## src/core/adrs_pkg.sv

```systemverilog
package adrs_pkg;
  localparam int          NUM_CH         = 10;
  localparam int          ADDR_W         = 8;
  // register byte addresses
  localparam logic [7:0]  OFS_CTRL_A     = 8'h00;
  localparam logic [7:0]  OFS_CTRL_B     = 8'h04;
  localparam logic [7:0]  OFS_REF_AMP    = 8'h08;
  localparam logic [7:0]  OFS_BANDGAP    = 8'h0c;
  localparam logic [7:0]  OFS_PIN_ANALOG = 8'h10;
  localparam logic [7:0]  OFS_STATUS     = 8'h14;
  // field positions
  localparam int          CHAN_LSB       = 0;
  localparam int          SRC_LSB        = 4;
  localparam int          AMP_EN_BIT     = 7;
  localparam int          AMP_IN_BIT     = 4;
  localparam int          CONV_REF_LSB   = 2;
  localparam int          GAIN_LSB       = 0;
  localparam int          BG_EN_BIT      = 0;
  localparam int          STAT_FLOAT_BIT = 10;
  localparam int          STAT_SRC_LSB   = 12;
  localparam int          STAT_REF_LSB   = 16;
  localparam int          STAT_REFPIN    = 18;
  localparam int          STAT_AMPPIN    = 19;
  // writable bits and reset values
  localparam logic [7:0]  REF_AMP_WMASK  = 8'h9f;
  localparam logic [7:0]  BANDGAP_WMASK  = 8'h01;
  localparam logic [3:0]  RST_FIELD      = 4'h0;
  localparam logic [7:0]  RST_REF_AMP    = 8'h00;
  localparam logic [7:0]  RST_BANDGAP    = 8'h00;
  localparam logic [9:0]  RST_PIN_ANALOG = 10'h000;
  localparam logic [1:0]  RESP_OKAY      = 2'b00;
  localparam logic [1:0]  RESP_SLVERR    = 2'b10;

  typedef enum logic [1:0] {REF_SRC_SUPPLY, REF_SRC_PIN, REF_SRC_AMP} adrs_conv_ref_t;
  typedef enum logic [1:0] {GAIN_X1, GAIN_X1P667, GAIN_X2P5, GAIN_X3P333} adrs_gain_t;
  typedef enum logic [2:0] {
    CONV_IN_EXT, CONV_IN_SUPPLY, CONV_IN_SUPPLY_HALF, CONV_IN_SUPPLY_QUARTER,
    CONV_IN_AMP, CONV_IN_AMP_HALF, CONV_IN_AMP_QUARTER, CONV_IN_GROUND
  } adrs_conv_in_t;

  // reference path switch controls
  typedef struct packed {
    logic           amp_en;
    logic           amp_in_pin_on;
    logic           amp_in_bg_on;
    adrs_gain_t     gain;
    adrs_conv_ref_t conv_ref;
    logic           ref_pin_on;
  } adrs_ref_route_t;

  // converter input switch controls
  typedef struct packed {
    adrs_conv_in_t     src;
    logic [NUM_CH-1:0] chan_on;
    logic              floating;
  } adrs_in_route_t;
endpackage : adrs_pkg

```

## src/core/adrs_ctrl.sv

```systemverilog
// Decided for this implementation: the register addresses and the AXI4-Lite slave port.
`timescale 1ns/100ps
// register block and routing control for the converter front end
module adrs_ctrl
  import adrs_pkg::*;
(
  input  wire logic              aclk,             // system clock
  input  wire logic              aresetn,          // sync reset, low
  input  wire logic [ADDR_W-1:0] s_axi_awaddr,     // write address
  input  wire logic              s_axi_awvalid,    // write address valid
  output      logic              s_axi_awready,    // write address ready
  input  wire logic [31:0]       s_axi_wdata,      // write data
  input  wire logic [3:0]        s_axi_wstrb,      // write strobes
  input  wire logic              s_axi_wvalid,     // write data valid
  output      logic              s_axi_wready,     // write data ready
  output      logic [1:0]        s_axi_bresp,      // write response
  output      logic              s_axi_bvalid,     // write response valid
  input  wire logic              s_axi_bready,     // write response ready
  input  wire logic [ADDR_W-1:0] s_axi_araddr,     // read address
  input  wire logic              s_axi_arvalid,    // read address valid
  output      logic              s_axi_arready,    // read address ready
  output      logic [31:0]       s_axi_rdata,      // read data
  output      logic [1:0]        s_axi_rresp,      // read response
  output      logic              s_axi_rvalid,     // read data valid
  input  wire logic              s_axi_rready,     // read data ready
  input  wire logic [NUM_CH-1:0] port_func_req,    // pin original function wanted
  input  wire logic [NUM_CH-1:0] port_pullup_req,  // pull-high programmed
  input  wire logic [NUM_CH-1:0] port_out_en_req,  // port direction output
  output      logic [NUM_CH-1:0] pad_func_en,      // original function active
  output      logic [NUM_CH-1:0] pad_pullup_en,    // pull-high connected
  output      logic [NUM_CH-1:0] pad_out_en,       // output driver enabled
  output      logic [NUM_CH-1:0] pad_analog_en,    // pin set as analog input
  output      logic [NUM_CH-1:0] an_switch_on,     // channel switch closed
  output      adrs_conv_in_t     conv_in_src,      // converter input source
  output      logic              conv_in_floating, // external source, no channel connected
  output      adrs_ref_route_t   ref_route,        // reference path controls
  output      logic              bandgap_enable    // bandgap circuit on
);
  // register state
  logic [3:0]        chan_sel_reg, chan_sel_next;
  logic [3:0]        src_sel_reg, src_sel_next;
  logic [7:0]        ref_amp_reg, ref_amp_next;
  logic [7:0]        bandgap_reg, bandgap_next;
  logic [NUM_CH-1:0] pin_analog_reg, pin_analog_next;
  // bus state
  logic              aw_held_reg, w_held_reg, bvalid_reg, rvalid_reg;
  logic [ADDR_W-1:0] awaddr_reg;
  logic [31:0]       wdata_reg, rdata_reg, rd_word, status_word;
  logic [3:0]        wstrb_reg;
  logic [1:0]        bresp_reg, rresp_reg;
  logic              aw_take, w_take, ar_take, wr_fire, wr_hit, rd_hit;
  logic              wr_ctrl_a, wr_ctrl_b, wr_ref, wr_bg, wr_pin_lo, wr_pin_hi;
  adrs_in_route_t    in_route;

  // handshake readiness, one write and one read at a time
  assign s_axi_awready = !aw_held_reg && !bvalid_reg;
  assign s_axi_wready  = !w_held_reg && !bvalid_reg;
  assign s_axi_arready = !rvalid_reg;
  assign aw_take       = s_axi_awvalid && s_axi_awready;
  assign w_take        = s_axi_wvalid && s_axi_wready;
  assign ar_take       = s_axi_arvalid && s_axi_arready;
  assign wr_fire       = aw_held_reg && w_held_reg;

  // write address decode
  assign wr_ctrl_a = wr_fire && (awaddr_reg == OFS_CTRL_A) && wstrb_reg[0];
  assign wr_ctrl_b = wr_fire && (awaddr_reg == OFS_CTRL_B) && wstrb_reg[0];
  assign wr_ref    = wr_fire && (awaddr_reg == OFS_REF_AMP) && wstrb_reg[0];
  assign wr_bg     = wr_fire && (awaddr_reg == OFS_BANDGAP) && wstrb_reg[0];
  assign wr_pin_lo = wr_fire && (awaddr_reg == OFS_PIN_ANALOG) && wstrb_reg[0];
  assign wr_pin_hi = wr_fire && (awaddr_reg == OFS_PIN_ANALOG) && wstrb_reg[1];
  assign wr_hit    = (awaddr_reg == OFS_CTRL_A) || (awaddr_reg == OFS_CTRL_B) ||
                     (awaddr_reg == OFS_REF_AMP) || (awaddr_reg == OFS_BANDGAP) ||
                     (awaddr_reg == OFS_PIN_ANALOG) || (awaddr_reg == OFS_STATUS);

  // register next values
  // channel, source, reference amplifier, bandgap and analog pin fields
  assign chan_sel_next = wr_ctrl_a ? wdata_reg[CHAN_LSB +: 4] : chan_sel_reg;
  assign src_sel_next  = wr_ctrl_b ? wdata_reg[SRC_LSB +: 4] : src_sel_reg;
  assign ref_amp_next  = wr_ref ? (wdata_reg[7:0] & REF_AMP_WMASK) : ref_amp_reg;
  assign bandgap_next  = wr_bg ? (wdata_reg[7:0] & BANDGAP_WMASK) : bandgap_reg;
  assign pin_analog_next[7:0] = wr_pin_lo ? wdata_reg[7:0] : pin_analog_reg[7:0];
  assign pin_analog_next[NUM_CH-1:8] = wr_pin_hi ? wdata_reg[NUM_CH-1:8]
                                                 : pin_analog_reg[NUM_CH-1:8];

  // control registers
  always_ff @(posedge aclk) begin
    if (!aresetn) begin
      chan_sel_reg   <= RST_FIELD;
      src_sel_reg    <= RST_FIELD;
      ref_amp_reg    <= RST_REF_AMP;
      bandgap_reg    <= RST_BANDGAP;
      pin_analog_reg <= RST_PIN_ANALOG;
    end else begin
      chan_sel_reg   <= chan_sel_next;
      src_sel_reg    <= src_sel_next;
      ref_amp_reg    <= ref_amp_next;
      bandgap_reg    <= bandgap_next;
      pin_analog_reg <= pin_analog_next;
    end
  end

  // write channel capture and response
  always_ff @(posedge aclk) begin
    if (!aresetn) begin
      aw_held_reg <= 1'b0;
      w_held_reg  <= 1'b0;
      bvalid_reg  <= 1'b0;
      awaddr_reg  <= '0;
      wdata_reg   <= '0;
      wstrb_reg   <= '0;
      bresp_reg   <= RESP_OKAY;
    end else begin
      if (aw_take) begin
        aw_held_reg <= 1'b1;
        awaddr_reg  <= s_axi_awaddr;
      end
      if (w_take) begin
        w_held_reg <= 1'b1;
        wdata_reg  <= s_axi_wdata;
        wstrb_reg  <= s_axi_wstrb;
      end
      if (wr_fire) begin
        aw_held_reg <= 1'b0;
        w_held_reg  <= 1'b0;
        bvalid_reg  <= 1'b1;
        bresp_reg   <= wr_hit ? RESP_OKAY : RESP_SLVERR;
      end else if (bvalid_reg && s_axi_bready) begin
        bvalid_reg <= 1'b0;
      end
    end
  end

  // live state for software
  assign status_word = {12'h000, ref_route.amp_in_pin_on, ref_route.ref_pin_on,
                        ref_route.conv_ref, 1'b0, in_route.src, 1'b0,
                        in_route.floating, in_route.chan_on};

  // read selection
  assign rd_word = (s_axi_araddr == OFS_CTRL_A)     ? {28'h0000000, chan_sel_reg} :
                   (s_axi_araddr == OFS_CTRL_B)     ? {24'h000000, src_sel_reg, 4'h0} :
                   (s_axi_araddr == OFS_REF_AMP)    ? {24'h000000, ref_amp_reg} :
                   (s_axi_araddr == OFS_BANDGAP)    ? {24'h000000, bandgap_reg} :
                   (s_axi_araddr == OFS_PIN_ANALOG) ? {22'h0, pin_analog_reg} :
                   (s_axi_araddr == OFS_STATUS)     ? status_word : 32'h00000000;
  assign rd_hit  = (s_axi_araddr == OFS_CTRL_A) || (s_axi_araddr == OFS_CTRL_B) ||
                   (s_axi_araddr == OFS_REF_AMP) || (s_axi_araddr == OFS_BANDGAP) ||
                   (s_axi_araddr == OFS_PIN_ANALOG) || (s_axi_araddr == OFS_STATUS);

  // read channel
  always_ff @(posedge aclk) begin
    if (!aresetn) begin
      rvalid_reg <= 1'b0;
      rdata_reg  <= '0;
      rresp_reg  <= RESP_OKAY;
    end else if (ar_take) begin
      rvalid_reg <= 1'b1;
      rdata_reg  <= rd_word;
      rresp_reg  <= rd_hit ? RESP_OKAY : RESP_SLVERR;
    end else if (rvalid_reg && s_axi_rready) begin
      rvalid_reg <= 1'b0;
    end
  end

  assign s_axi_bvalid = bvalid_reg;
  assign s_axi_bresp  = bresp_reg;
  assign s_axi_rvalid = rvalid_reg;
  assign s_axi_rdata  = rdata_reg;
  assign s_axi_rresp  = rresp_reg;

  adrs_input_route u_input_route (
    .src_sel  (src_sel_reg),
    .chan_sel (chan_sel_reg),
    .route    (in_route)
  );

  adrs_ref_route u_ref_route (
    .amp_ctrl (ref_amp_reg),
    .route    (ref_route)
  );

  assign an_switch_on     = in_route.chan_on;
  assign conv_in_src      = in_route.src;
  assign conv_in_floating = in_route.floating;
  assign bandgap_enable   = bandgap_reg[BG_EN_BIT];

  assign pad_analog_en = pin_analog_reg;
  assign pad_func_en   = port_func_req & ~pin_analog_reg;
  assign pad_pullup_en = port_pullup_req & ~pin_analog_reg;
  assign pad_out_en    = port_out_en_req & ~pin_analog_reg;
endmodule : adrs_ctrl

```

## src/core/adrs_input_route.sv

```systemverilog
`timescale 1ns/100ps
// converter input multiplexer decode
module adrs_input_route
  import adrs_pkg::*;
(
  input  wire logic [3:0]     src_sel,   // input source field
  input  wire logic [3:0]     chan_sel,  // external channel field
  output adrs_in_route_t      route      // multiplexer controls
);
  adrs_conv_in_t src;
  logic          ext_sel;

  // source decode
  always_comb begin
    casez (src_sel)
      4'b0000, 4'b0100, 4'b11??: src = CONV_IN_EXT;
      4'b0001: src = CONV_IN_SUPPLY;
      4'b0010: src = CONV_IN_SUPPLY_HALF;
      4'b0011: src = CONV_IN_SUPPLY_QUARTER;
      4'b0101: src = CONV_IN_AMP;
      4'b0110: src = CONV_IN_AMP_HALF;
      4'b0111: src = CONV_IN_AMP_QUARTER;
      4'b10??: src = CONV_IN_GROUND;
      default: src = CONV_IN_EXT;
    endcase
  end

  assign ext_sel = (src == CONV_IN_EXT);

  // one switch per pin
  for (genvar i = 0; i < NUM_CH; i++) begin : g_chan
    assign route.chan_on[i] = ext_sel && (chan_sel == 4'(i));
  end

  assign route.floating = ext_sel && (chan_sel > 4'(NUM_CH - 1));
  assign route.src      = src;
endmodule : adrs_input_route

```

## src/core/adrs_ref_route.sv

```systemverilog
`timescale 1ns/100ps
// reference amplifier and converter reference decode
module adrs_ref_route
  import adrs_pkg::*;
(
  input  wire logic [7:0]     amp_ctrl,   // amplifier control register
  output adrs_ref_route_t     route       // reference switch controls
);
  logic [1:0] ref_code;

  assign ref_code = amp_ctrl[CONV_REF_LSB +: 2];
  assign route.amp_en        = amp_ctrl[AMP_EN_BIT];
  assign route.amp_in_bg_on  = amp_ctrl[AMP_IN_BIT];
  assign route.amp_in_pin_on = !amp_ctrl[AMP_IN_BIT];
  assign route.gain          = adrs_gain_t'(amp_ctrl[GAIN_LSB +: 2]);
  assign route.conv_ref      = ref_code[1] ? REF_SRC_AMP :
                               (ref_code[0] ? REF_SRC_PIN : REF_SRC_SUPPLY);
  assign route.ref_pin_on    = (ref_code == 2'b01);
endmodule : adrs_ref_route

```

## config.mk

```make
export PLATFORM = sky130hd
export DESIGN_NAME = adrs_ctrl
export DESIGN_NICKNAME = d
export VERILOG_FILES = /design/src/core/adrs_pkg.sv /design/src/core/adrs_ctrl.sv /design/src/core/adrs_input_route.sv /design/src/core/adrs_ref_route.sv
export SDC_FILE = /design/constraint.sdc
export NUM_CORES = 1
export LEC_CHECK = 0
export ABC_AREA = 1
export BUFFER_PORTS_ARGS = -buffer_cell sky130_fd_sc_hd__buf_2
export CAP_MARGIN = 10
export CORE_MARGIN = 2
export CORE_UTILIZATION = 41
export CTS_CLUSTER_SIZE = 8
export DETAILED_ROUTE_END_ITERATION = 10
export PLACE_DENSITY = 0.81
export SYNTH_ARGS = -nofsm -noshare
export SYNTH_HDL_FRONTEND = slang
export SYNTH_SLANG_ARGS = --single-unit
```

## constraint.sdc

```tcl
create_clock -name aclk -period 1.45 [get_ports aclk]
set_clock_uncertainty 0.15 [all_clocks]
set_input_delay 0.145 -clock aclk [delete_from_list [all_inputs] [get_ports aclk]]
set_output_delay 0.145 -clock aclk [all_outputs]
set_load 0.01 [all_outputs]
```

# Word-level counts from Yosys, hierarchy flattened
# Cells that the tools add are included.
[op_classes]
magnitude_cmp = 1
eq_ne = 29
muxes = 15
n_bitwise = 5
n_reduce_logical = 54
[op_table]
columns = ["cell", "count"]
rows = [
  ["20-bit 2-to-1 mux", 6],
  ["4-bit by 3-bit == test with 1-bit output, second input constant", 8],
  ["8-bit by 4-bit == test with 1-bit output, second input constant", 4],
  ["8-bit by 5-bit == test with 1-bit output, second input constant", 4],
  ["10-bit AND", 3],
  ["1-bit logical AND", 30],
  ["3-bit one-hot mux with 8 select lines", 1],
  ["4-bit by 2-bit == test with 1-bit output, second input constant", 4],
  ["8-bit by 3-bit == test with 1-bit output, second input constant", 2],
  ["8-bit zero test", 2],
  ["1-bit logical OR", 10],
  ["10-bit NOT", 1],
  ["4-bit by 1-bit == test with 1-bit output, second input constant", 2],
  ["4-bit == test, second input constant", 2],
  ["4-bit zero test", 2],
  ["2-bit 2-to-1 mux", 3],
  ["1-bit zero test", 5],
  ["1-bit 2-to-1 mux", 5],
  ["2-bit == test, second input constant", 2],
  ["4-bit > comparator, second input constant", 1],
  ["2-bit nonzero test", 2],
  ["3-bit zero test", 1],
  ["3-bit OR reduction", 1],
  ["2-bit by 1-bit == test with 1-bit output, second input constant", 1],
  ["other kinds (2)", 2],
]
[totals]
regBits = 85
out_inout_bits = 104

# Depth between registers and ports, before layout
# Gate-level depths: netlist of run 1.
[logic_depth]
depth_word = 11
depth_mapped = 10

# Cells and area by module
# Synthesis of run 1 repeated with hierarchy kept, for this count alone.
[unflattened]
cells_unflattened = 553
hier_area_um2 = 3669.8
[by_module_without_submodules]
columns = ["module", "n_inst", "cells_each", "area_each_um2", "seq_area_each_um2"]
rows = [
  ["adrs_ctrl", 1, 494, 3370.7, 1381.3],
  ["adrs_input_route", 1, 50, 240.2, 0.0],
  ["adrs_ref_route", 1, 9, 58.8, 0.0],
]

# Worst setup path before layout of run 1
# Ideal clock, no wire load.
[synth_timing]
kind = "flip-flop to flip-flop"
from = "register src_sel_reg[3]"
to = "register rdata_reg[9] (netlist: s_axi_rdata[9])"
setup_time_ns = 0.056
arrival_time_ns = 1.190
setup_slack_ns = 0.054
path_stages_with_launch = 10
n_path_buf = 1
cell_sequence = "dfxtp_1 -> inv_1 -> nand2_1 -> nand3_2 -> buf_6 -> nor3b_2 -> nand2_1 -> nand3_1 -> nand2_1 -> inv_1"
[synth_between]
elab_chain_cells = 11
[synth_lines]
columns = ["element", "line_no", "source"]
rows = [
  ["from (decl)", "adrs_ctrl.sv:41", "logic [3:0] src_sel_reg, src_sel_next;"],
  ["from (signal assigned)", "adrs_ctrl.sv:95", "src_sel_reg <= src_sel_next;"],
  ["4-bit by 3-bit == test with 1-bit output, or another cell as far along", "adrs_input_route.sv:15", "casez (src_sel)"],
  ["3-bit OR reduction", "adrs_input_route.sv:15", ""],
  ["3-bit one-hot mux with 8 select lines (*)", "adrs_input_route.sv:15", ""],
  ["3-bit zero test (*)", "adrs_input_route.sv:28", "assign ext_sel = (src == CONV_IN_EXT);"],
  ["1-bit logical AND (*)", "adrs_input_route.sv:32", "assign route.chan_on[i] = ext_sel && (chan_sel == 4'(i));"],
  ["net an_switch_on[9]", "adrs_ctrl.sv:33", "output logic [NUM_CH-1:0] an_switch_on,"],
  ["20-bit 2-to-1 mux (*)", "adrs_ctrl.sv:144", "(s_axi_araddr == OFS_STATUS) ? status_word : 32'h00000000;"],
  ["20-bit 2-to-1 mux (*)", "adrs_ctrl.sv:143", "(s_axi_araddr == OFS_PIN_ANALOG) ? {22'h0, pin_analog_reg} :"],
  ["20-bit 2-to-1 mux (*)", "adrs_ctrl.sv:142", "(s_axi_araddr == OFS_BANDGAP) ? {24'h000000, bandgap_reg} :"],
  ["20-bit 2-to-1 mux (*)", "adrs_ctrl.sv:141", "(s_axi_araddr == OFS_REF_AMP) ? {24'h000000, ref_amp_reg} :"],
  ["20-bit 2-to-1 mux (*)", "adrs_ctrl.sv:140", "(s_axi_araddr == OFS_CTRL_B) ? {24'h000000, src_sel_reg, 4'h0} :"],
  ["20-bit 2-to-1 mux (*)", "adrs_ctrl.sv:139", "assign rd_word = (s_axi_araddr == OFS_CTRL_A) ? {28'h0000000, chan_sel_reg} :"],
  ["to (signal assigned)", "adrs_ctrl.sv:157", "rdata_reg <= rd_word;"],
  ["to (decl)", "adrs_ctrl.sv:48", "logic [31:0] wdata_reg, rdata_reg, rd_word, status_word;"],
]
# Mark *: on every way through the listed nets, which the timed path passes. The rest lies on a longest branch.
# A chain may end at the register's enable or synchronous reset.

# Worst setup path after layout of run 1
[layout_timing]
from = "register src_sel_reg[3]"
to = "output port conv_in_floating"
[layout_between]
elab_chain_cells = 5
[layout_lines]
columns = ["element", "line_no", "source"]
rows = [
  ["4-bit by 3-bit == test with 1-bit output, or another cell as far along", "adrs_input_route.sv:15", ""],
  ["3-bit OR reduction", "adrs_input_route.sv:15", ""],
  ["3-bit one-hot mux with 8 select lines (*)", "adrs_input_route.sv:15", ""],
  ["3-bit zero test (*)", "adrs_input_route.sv:28", ""],
  ["1-bit logical AND (*)", "adrs_input_route.sv:35", "assign route.floating = ext_sel && (chan_sel > 4'(NUM_CH - 1));"],
  ["to (decl)", "adrs_ctrl.sv:35", "output logic conv_in_floating,"],
]
# Mark *: on every way between the ends. The rest lies on a longest branch, timed or not.

==> results.md, run 1 <==
* First-pass GRT wire length at 19000 um
* Worst-margin pin slew at 0.546 ns
* Antenna cells at 0
* Fin. Hold Viols at 0
* Share of cells above drive strength 1 at 47.2%
* Multi-input gate area at 2120 um^2
* GR Overflow Total at 0
* Fin worst setup slack at -0.323 ns
* FILL cells at 637
* Fin crit share at 122%
* Seq. cell area at 1390 um^2
* Sink Count at 68
* Flop2flop setup slack at -0.19 ns
* Period minus WS final at 1.77 ns
* Clock network power share at 34.7%
* Fmax at 0.564 GHz
* Worst endpoint required time at 1.15 ns
* Switching Fraction at 30.3%
* Row cnt at 33
* Layout net count at 863
* Detailed placer's ending HPWL at 8470 um
* H-Tree Depth at 3
* Total power at 0.00453 W
* I/O Buffers at 152
* Initial antenna violation count at 0
* CP max FO at 5
* Worst Hold End: awaddr_reg[3]
* Routed WL at 13300 um
* Outcome: finished with violations
* Sequential share of the synthesized area at 38.7%
* Final setup viols at 41
* Die Y at 96.6 um
* Top Ports at 193
* Synth unique cells at 32
* Num CTS Buffers at 9
* Hold Path Class: input pin to flop
* Hold path start: s_axi_awvalid
* Crit. End Element: primary output
* Detail Route Antenna Nets at 0
* Yosys top cell area share at 38.7%
* Pins Over Slew Limit at 0
* Post-DR vias/cell at 4.97
* Sequential Power Share at 44.8%
* Vias in the first global route at 4194
* Number of synthesized flops with an enable pin at 0
* Async S/R FF share, synth at 0%
* Drt pass-1 iters at 4
* Max Cap Viol at 0
* Number of cells produced by synthesis at 537
* Reg-to-reg critical path endpoint: pad_analog_en[4]
* Largest net degree at the start of global routing at 27
* Reg-to-reg startpoint: awaddr_reg[6]
* Clock Tree Buf Depth at 2
* Rel. slew slack at 63.6%
* CP startpoint kind: flop
* Combinational Power Share at 20.6%
* Max VDD drop at 0.687 mV
* Register bit total from synthesis at 68
* Clk Latency, worst-skew pair at 0.36 ns
* Int Power at 0.00316 W
* Worst hold stages at 3
* WS Path Type: flop to primary output
* Post-route cell area at 5780 um^2
* GP Congestion at 0.869
* Worst R2R Path Depth at 8
* Dpl ws at -0.141 ns
* Violations in the final reports: setup timing
* Critical path arrival at 1.48 ns
* Die width at 96.6 um
* Initial DRC count at 192
* P per Cell Area at 784 nW/um^2
* Unrepaired setup endpoints after global routing: yes
* Synthesized area per cell at 6.55 um^2
* Largest register FFs at 17
* Area after DPL at 4580 um^2
* Post-DR wirelength/cell at 15.0 um
* Most used DFF post-synth: dfxtp_1
* GRT Overall Usage at 24.5%
* Leak pwr at 2.88 nW
* CTS tree: yes
* Synth top area cells: dfxtp_1 (39%), nor2_1 (12%), nand2_1 (8.6%)
* Area leader, netlist: dfxtp_1
* Most common library cells after synthesis: nor2_1 (115), nand2_1 (81), inv_1 (72)
* Top-count cell post-synth: nor2_1
* Area grow syn2layout at 64.2%
* Vias at 4392
* Synth Warn # at 0
* Die Footprint at 9340 um^2
* Synth Cell Area at 3520 um^2
* Reg clk slew, reported paths at 0.08 ns
* Core footprint at 8260 um^2
* Starting Density at 42.6%
* DR DRC count at 0
* Sw power at 0.00137 W
* Clock root buffer: clkbuf_8
[layout by cell type (no fill, tap or decap), drive strengths merged, types with 10 or more instances in the layout]
cell / count
buf: 223
nor2: 128
nand2: 84
inv: 77
dfxtp: 68
o21ai: 55
a21oi: 37
nand3: 30
dlygate4sd3: 23
conb: 16
nor3: 12
clkbuf: 10
[what timing repair did]
item / 4_1_cts / 5_1_grt
resized for setup: 85 / 100
hold buffers: 23 / 0
pin swaps: 16 / 41
gates cloned: 1 / 1
hold endpoints to repair: 25 / 0
setup endpoints to repair: 49 / 80
setup buffers: 9 / 15
[metrics by stage]
stage               hold WS, ns  setup TNS, ns  utilization, %  std cells
floorplan                 0.154              0               -        552
global placement          0.245          -1.04            55.5        819
detailed placement        0.256          -2.75            55.5        819
CTS                      0.0732          -3.76            64.9        868
global route             0.0917          -8.51            70.0        884
finish                   0.0690          -6.17            70.0        884
[critical path, stage by stage, from the launching register on]
cell and delay [ns]:
dfxtp_4 0.37, inv_4 0.05, nand2_4 0.09, nand3_4 0.13, a211oi_4 0.29, buf_2 0.19
[final cells by class]
| type | count | area share (%) |
|---|---|---|
| clock inverter | 6 | 1.10 |
| tap | 105 | 2.27 |
| clock buffer | 10 | 2.21 |
| inverter | 77 | 5.33 |
| multi-input combinational | 372 | 36.7 |
| sequential | 68 | 24.0 |
| timing repair buffer | 246 | 28.4 |
[how the worst max path moves through the flow]
stage | start | cells past startpoint | to | slack [ns]
6_report | src_sel_reg[3] | 5 | conv_in_floating | -0.32
5_1_grt | src_sel_reg[3] | 6 | an_switch_on[1] | -0.35
4_1_cts | src_sel_reg[3] | 5 | conv_in_floating | -0.30
3_5_place_dp | awaddr_reg[6] | 7 | ref_amp_reg[7] | -0.14
3_3_place_gp | awaddr_reg[6] | 7 | ref_amp_reg[2] | -0.08
2_1_floorplan | src_sel_reg[3] | 9 | s_axi_rdata[9] | 0.05
[power groups by stage]
stage	registers, W	logic [W]	clock network (W)
global placement	0.00204	0.000632	0
finish	0.00203	0.000931	0.00157
floorplan	0.00204	0.000376	0
detailed placement	0.00204	0.000652	0
CTS	0.00201	0.000774	0.00156
global route	0.00204	0.00101	0.00166
[cell families after synthesis]
family                 count (synthesis)  share of synthesized area (%)
buffers and inverters                114                           15.0
AND/OR/NAND/NOR                      256                           31.6
other                                  1                          0.107
flip-flops                            68                           38.7
AO/OA/AOI/OAI                         98                           14.6
[per-layer routing]
| layer | wire [um] | track usage [%] | part of all wire (%) | vias to the layer above |
|---|---|---|---|---|
| met5 | 0 | 0 | 0 | - |
| met4 | 609 | 11.2 | 4.6 | 0 |
| met3 | 772 | 5.64 | 5.8 | 53 |
| met2 | 7020 | 44.7 | 53 | 184 |
| met1 | 4890 | 26.7 | 37 | 2022 |
| li1 | - | - | - | 2133 |
Note: power is estimated with default switching activity, not from simulation.
==> inputs of run 2 (changes only) <==
- PLACE_DENSITY: 0.81 -> 0.8
- RECOVER_POWER: unset -> 50
- SYNTH_HIERARCHICAL: unset -> 1
==> run 2 against run 1 <==
The flow still finishes with violations (setup timing). Hold slack gained 0.061 ns. Cell count shrank 2.1%. Die area rose by 4.1%. Highest routed layer unchanged.
==> results.md, run 2 <==
* Die width at 98.6 um (+2.0%)
* CP startpoint kind: flop
* FILL cells at 791 (+24%)
* Worst R2R Path Depth at 5 (-3)
* Area leader, netlist: dfxtp_1
* Drt pass-1 iters at 4 (unchanged)
* Period minus WS final at 1.68 ns (-0.0927 ns)
* Num CTS Buffers at 9 (unchanged)
* Clock Tree Buf Depth at 2 (unchanged)
* DR DRC count at 0 (unchanged)
* Flop2flop setup slack at -0.18 ns (about the same)
* Die Footprint at 9720 um^2 (+4.1%)
* Max Cap Viol at 0 (unchanged)
* Post-DR vias/cell at 4.89 (-1.6%)
* Reg clk slew, reported paths at 0.07 ns (about the same)
* Pins Over Slew Limit at 0 (unchanged)
* Synth Warn # at 6 (+6)
* CTS tree: yes
* Routed WL at 11700 um (-12%)
* Synth top area cells: dfxtp_1 (38%), nor2_1 (13%), nand2_1 (8.6%)
* Largest register FFs at 18 (+1)
* Fmax at 0.595 GHz (+5.5%)
* Vias at 4228 (-3.7%)
* Worst endpoint required time at 1.15 ns (about the same)
* Detailed placer's ending HPWL at 8020 um (-5.4%)
* GP Congestion at 0.881 (+1.4%)
* Core footprint at 8720 um^2 (+5.6%)
* Crit path launch: src_sel_reg[3]
* Yosys top cell area share at 37.6% (-1.1 points)
* Final setup viols at 26 (-37%)
* Starting Density at 42.1% (-0.53 points)
* Crit. End Element: primary output
* Final non-filler cell total at 865 (-2.1%)
* Clock root buffer: clkbuf_8
* Dpl ws at -0.0415 ns (+0.0996 ns)
* Violations in the final reports: setup timing
* Reg-to-reg startpoint: s_axi_bvalid
* Top-count cell post-synth: nor2_1
* Multi-input gate area at 2030 um^2 (-4.5%)
* Async S/R FF share, synth at 0% (unchanged)
* Sink Count at 69 (+1.5%)
* P per Cell Area at 797 nW/um^2 (+1.7%)
* Vias in the first global route at 3928 (-6.3%)
* First-pass GRT wire length at 17700 um (-6.9%)
* Max VDD drop at 0.575 mV (-16%)
* Fin worst setup slack at -0.231 ns (+0.0927 ns)
* Leak pwr at 2.50 nW (-13%)
* Most common library cells after synthesis: nor2_1 (125), nand2_1 (84), dfxtp_1 (69)
* WHS at 0.130 ns (+0.0614 ns)
* GRT Overall Usage at 22.2% (-2.2 points)
* Post-DR wirelength/cell at 13.5 um (-10%)
* Number of synthesized flops with an enable pin at 0 (unchanged)
* Total power at 0.00423 W (-6.5%)
* Sequential share of the synthesized area at 37.6% (-1.1 points)
* Number of cells produced by synthesis at 553 (+3.0%)
* Share of cells above drive strength 1 at 32.4% (-15 points)
* Die Y at 98.6 um (+2.0%)
* Area grow syn2layout at 44.7%
* CP max FO at 4 (-1)
* Antenna cells at 0 (unchanged)
* Row cnt at 34 (+3.0%)
* GR Overflow Total at 0 (unchanged)
* Most common cell after layout, fill and taps aside: nor2_1
* Fin crit share at 116% (-6.4 points)
* Top Ports at 193 (unchanged)
* H-Tree Depth at 3 (unchanged)
* Fin. Hold Viols at 0 (unchanged)
* Initial antenna violation count at 0 (unchanged)
* Seq. cell area at 1410 um^2 (+1.4%)
* Detail Route Antenna Nets at 0 (unchanged)
* Post-route setup TNS at -3.39 ns (+2.77 ns)
* Outcome: finished with violations
* Register bit total from synthesis at 69 (+1.5%)
* Worst setup endpoint: an_switch_on[0]
* Placed insts at 819 (unchanged)
* Hold Path Class: input pin to flop
* Clk Latency, worst-skew pair at 0.36 ns (about the same)
* Layout net count at 841 (-2.5%)
* Synth Cell Area at 3670 um^2 (+4.3%)
* Initial DRC count at 143 (-26%)
* Largest net degree at the start of global routing at 29 (+7.4%)
* Synthesized area per cell at 6.64 um^2 (+1.3%)
* Reg-to-reg critical path endpoint: wdata_reg[4]
* WS Path Type: flop to primary output
* Unrepaired setup endpoints after global routing: yes
* I/O Buffers at 152 (unchanged)
* Synth unique cells at 31 (-3.1%)
* Most frequent cells in the layout: nor2_1 (111), buf_2 (99), nand2_1 (81), inv_1 (58), dfxtp_1 (57)
* Critical path arrival at 1.39 ns (-0.09 ns)
* Most used DFF post-synth: dfxtp_1
## run 2: per-layer routing
layer / track usage, % / up-vias / part of all wire [%]
li1: - / 2107 / -
met1: 25.9 / 1932 / 40
met2: 40.3 / 164 / 51
met3: 6.24 / 25 / 6.8
met4: 5.37 / 0 / 1.8
met5: 0 / - / 0
## run 2: final cells by class
class / count / share of cell area (%)
timing repair inverter: 1 / 0.0943
clock buffer: 11 / 2.66
sequential: 69 / 26.5
tap: 108 / 2.55
timing repair buffer: 211 / 24.5
inverter: 67 / 4.86
multi-input combinational: 393 / 38.2
clock inverter: 5 / 0.660
## run 2: report_power, final
part	internal, W	leakage (nW)	switching [W]	total (W)
Clock	0.000670	0.0897	0.000746	0.00142
Sequential	0.00197	0.569	0.0000776	0.00205
Combinational	0.000339	1.84	0.000431	0.000770
Total	0.00298	2.50	0.00125	0.00423
## run 2: timing repair
| action | 4_1_cts | 5_1_grt |
|---|---|---|
| hold buffers | 22 | 1 |
| pin swaps | 4 | 13 |
| setup endpoints to repair | 28 | 60 |
| resized for setup | 36 | 66 |
| buffers inserted | 1 | 5 |
| hold endpoints to repair | 22 | 1 |
| gates cloned | 0 | 1 |
## run 2: through the flow
step | instance area (um^2) | utilization [%]
2_1_floorplan | 3730 | -
4_1_cts | 5110 | 58.6
5_1_grt | 5310 | 60.9
6_report | 5310 | 60.9
3_3_place_gp | 4600 | 52.8
3_5_place_dp | 4600 | 52.8
## run 2: worst min-delay path by stage
| stage | from | end | slack [ns] | depth (start not counted) |
|---|---|---|---|---|
| after detailed placement | s_axi_bready | s_axi_bvalid | 0.26 | 4 |
| after CTS | s_axi_wvalid | wstrb_reg[0] | 0.07 | 3 |
| final | aresetn | s_axi_rdata[8] | 0.13 | 4 |
| after global routing | aresetn | s_axi_rdata[8] | 0.13 | 4 |
| after floorplan | aresetn | pad_analog_en[9] | 0.13 | 2 |
| after global placement | s_axi_awaddr[1] | awaddr_reg[1] | 0.24 | 3 |
## run 2: worst max-delay path, stage by stage, from the launching register on
cell and delay [ns]:
dfxtp_4 0.38, inv_4 0.06, nand2_4 0.07, nand3_4 0.09, buf_6 0.14, nor2_4 0.10, buf_6 0.10, buf_6 0.09
## run 2: logic make-up (layout without fill, tap and decap cells)
group | after synthesis | in the layout | share of synthesized area (%)
flip-flops | 69 | 69 | 37.6
AND/OR/NAND/NOR | 272 | 272 | 33.7
buffers and inverters | 106 | 295 | 13.9
other | 1 | 16 | 0.102
AO/OA/AOI/OAI | 105 | 105 | 14.7
==> inputs of run 3 (changes only) <==
- ABC_AREA: 1 -> unset
- GPL_TIMING_DRIVEN: unset -> 0
- PLACE_DENSITY: 0.8 -> 0.77
==> run 3 against run 2 <==
The flow still finishes with violations (setup timing). Global-route usage down 0.87 points. Design area is 1.6% higher. Clock power up 18%. Synthesized cell count shrank 27%. Synthesized area decreased by 1.5%. Power up 2.3%. Setup slack worse by 0.49 ns. Clock-buffer cell count rose by 2. Highest routed layer unchanged.
==> results.md, run 3 <==
* Yosys top cell area share at 38.2% (+0.56 points)
* Drt pass-1 iters at 4 (unchanged)
* Hold Path Class: input pin to flop
* Synth Area in Adders at 0% (unchanged)
* Clk Latency, worst-skew pair at 0.35 ns (about the same)
* Largest net degree at the start of global routing at 12 (-59%)
* Pins Over Slew Limit at 0 (unchanged)
* GR Overflow Total at 0 (unchanged)
* Detailed placer's ending HPWL at 7600 um (-5.2%)
* Sw power at 0.00112 W (-11%)
* Number of synthesized flops with an enable pin at 0 (unchanged)
* Core footprint at 8640 um^2 (-0.98%)
* Final setup viols at 49 (+88%)
* Die width at 97.9 um (-0.70%)
* Worst endpoint required time at 1.15 ns (about the same)
* Max VDD drop at 0.562 mV (-2.2%)
* I/O Buffers at 150 (-1.3%)
* Leak pwr at 2.40 nW (-3.7%)
* Async S/R FF share, synth at 0% (unchanged)
* Fin crit share at 149% (+34 points)
* Unrepaired setup endpoints after global routing: yes
* Share of cells above drive strength 1 at 37.3% (+5.0 points)
* Synth Warn # at 6 (unchanged)
* Area grow syn2layout at 49.1%
* CP max FO at 10 (+6)
* First-pass GRT wire length at 16500 um (-6.6%)
* Clock Tree Buf Depth at 2 (unchanged)
* Synthesized area per cell at 8.95 um^2 (+35%)
* Number of cells produced by synthesis at 404 (-27%)
* Most common cell after layout, fill and taps aside: buf_2
* Area leader, netlist: dfxtp_1
* Crit. End Element: primary output
* Top-count cell post-synth: dfxtp_1
* Int Power at 0.00321 W (+7.7%)
* Die Y at 97.9 um (-0.70%)
* Top Ports at 193 (unchanged)
* Post-DR wirelength/cell at 14.8 um (+9.5%)
* Switching Fraction at 25.9% (-3.7 points)
* GP Congestion at 0.816 (-7.4%)
* Most frequent cells in the layout: buf_2 (114), nor2b_1 (56), dfxtp_1 (55), nand2_1 (53), clkbuf_1 (42)
* Synth unique cells at 50 (+61%)
* Largest family of logic cells by synthesized area: simple AND/OR/NAND/NOR gates
* Sink Count at 69 (unchanged)
* Total power at 0.00433 W (+2.3%)
* Slowest stage cell, crit path: or3_4
* Clock root buffer: clkbuf_8
* CTS tree: yes
* Die Footprint at 9590 um^2 (-1.4%)
* GRT Overall Usage at 21.4% (-0.87 points)
* Largest register FFs at 18 (unchanged)
* Clock network power share at 38.7% (+5.3 points)
* Post-DR vias/cell at 4.96 (+1.5%)
* Post-route cell area at 5390 um^2 (+1.6%)
* Synth Area in Compound Gates at 16.4% (+1.7 points)
* Final non-filler cell total at 727 (-16%)
* Violations in the final reports: setup timing
* Register bit total from synthesis at 69 (unchanged)
* Vias in the first global route at 3410 (-13%)
* DR DRC count at 0 (unchanged)
* Synth Cell Area at 3620 um^2 (-1.5%)
* Area after DPL at 4680 um^2 (+1.8%)
* Dpl ws at -0.683 ns (-0.642 ns)
* Starting Density at 41.9% (-0.21 points)
* Antenna cells at 0 (unchanged)
* FILL cells at 758 (-4.2%)
* Initial DRC count at 95 (-34%)
* Combinational Power Share at 14.8% (-3.4 points)
* Row cnt at 34 (unchanged)
* Vias at 3608 (-15%)
* P per Cell Area at 803 nW/um^2 (+0.71%)
* Post-Synth XOR/XNOR Area at 0% (unchanged)
* Synth top area cells: dfxtp_1 (38%), nor2b_1 (10%), mux2i_1 (9.1%)
* CP startpoint kind: flop
* Initial antenna violation count at 0 (unchanged)
* Fin worst setup slack at -0.717 ns (-0.487 ns)
* Rel. slew slack at 60.7%
* Worst path cell trace: or3_4 -> buf_12 -> a2111oi_4 -> buf_2
* H-Tree Depth at 3 (unchanged)
* Placed insts at 677 (-17%)
* Routed WL at 10700 um (-7.9%)
* Critical path arrival at 1.87 ns (+0.48 ns)
* Sequential share of the synthesized area at 38.2% (+0.56 points)
* Mux share of post-synthesis cell area at 10.4% (+10 points)
* Crit path largest cell delay at 0.40 ns (+0.02 ns)
* Fin. Hold Viols at 0 (unchanged)
* Fmax at 0.461 GHz (-22%)
* Outcome: finished with violations
* Reg clk slew, reported paths at 0.08 ns (about the same)
* Max Cap Viol at 0 (unchanged)
* Detail Route Antenna Nets at 0 (unchanged)
* Worst-margin pin slew at 0.590 ns
* Synth Area in Simple Gates at 26.6% (-7.1 points)
* WS Path Type: flop to primary output
* Period minus WS final at 2.17 ns (+0.487 ns)
* Layout net count at 703 (-16%)
* Num CTS Buffers at 9 (unchanged)
* Sequential Power Share at 46.5% (-1.9 points)
* Most used DFF post-synth: dfxtp_1
* Most common library cells after synthesis: dfxtp_1 (69), nor2b_1 (59), nand2_1 (53)
run 3: changes by cell type in the layout (fill, tap and decap cells not counted), sizes merged, moves of 8 or more:
| cell | delta |
|---|---|
| buf | +12 |
| and2 | +8 |
| nand4 | +8 |
| nor2 | -135 |
| nand3 | -21 |
| inv | -57 |
| o21ai | -47 |
| nand2 | -38 |
| mux2i | +33 |
| nor2b | +60 |
| a21oi | -37 |
| a21boi | +20 |
run 3: worst paths after layout:
check	start	end	slack [ns]	cells past startpoint
max	src_sel_reg[0]	an_switch_on[6]	-0.72	4
min	s_axi_araddr[3]	s_axi_rresp[1]	0.05	3
max reg2reg	src_sel_reg[0]	s_axi_rdata[4]	-0.65	7
min reg2reg	wdata_reg[8]	wdata_reg[8]	0.32	2
run 3: cell type report:
class / count / area [um^2] / share of cell area, %
multi-input combinational: 299 / 2230 / 41.3
sequential: 69 / 1410 / 26.1
timing repair buffer: 186 / 1070 / 19.9
buffer: 41 / 312 / 5.78
clock buffer: 13 / 169 / 3.13
tap: 108 / 135 / 2.51
clock inverter: 3 / 42.5 / 0.789
inverter: 8 / 30.0 / 0.557
run 3: timing repair:
action,in CTS,in global routing
hold buffers,24,0
resized for setup,39,38
setup buffers,9,3
endpoints found under the setup margin,59,79
pin swaps,11,9
endpoints found under the hold margin,22,0
run 3: power by group through the flow:
stage               registers, W  clock network (W)  logic [W]
floorplan                0.00205                  0   0.000341
global placement         0.00205                  0   0.000540
detailed placement       0.00206                  0   0.000552
CTS                      0.00201            0.00168   0.000645
global route             0.00202            0.00178   0.000708
finish                   0.00201            0.00167   0.000642
run 3: logic make-up (layout without fill, tap and decap cells):
logic type      count (synthesis)  count (layout)
compound gates                 77              77
other cells                     1              16
mux                            37              37
buf+inv                        51             251
flops                          69              69
simple gates                  169             169
run 3: routing by layer:
layer	part of all wire, %	vias up	wire length, um	track usage [%]
met1	42	1659	4520	26.4
met3	6.6	26	706	4.65
met2	49	140	5240	35.7
met5	0	-	0	0
met4	2.6	0	277	9.62
li1	-	1783	-	-
run 3: through the flow:
| step | hold slack [ns] | TNS [ns] | util [%] |
|---|---|---|---|
| after floorplan | 0.132 | -6.51 | - |
| after detailed placement | 0.251 | -14.49 | 54.2 |
| after global routing | 0.0592 | -19.77 | 62.4 |
| after CTS | 0.0169 | -14.31 | 61.9 |
| final | 0.0503 | -14.97 | 62.4 |
| after global placement | 0.244 | -13.12 | 54.2 |
run 3: worst max-delay path: cells and delay by family (launching register included):
| kind | cells | cell delay, ns |
|---|---|---|
| buffers and inverters | 2 | 0.38 |
| and+or+nand+nor | 1 | 0.40 |
| AOI/OAI and AO/OA | 1 | 0.38 |
| DFF | 1 | 0.35 |
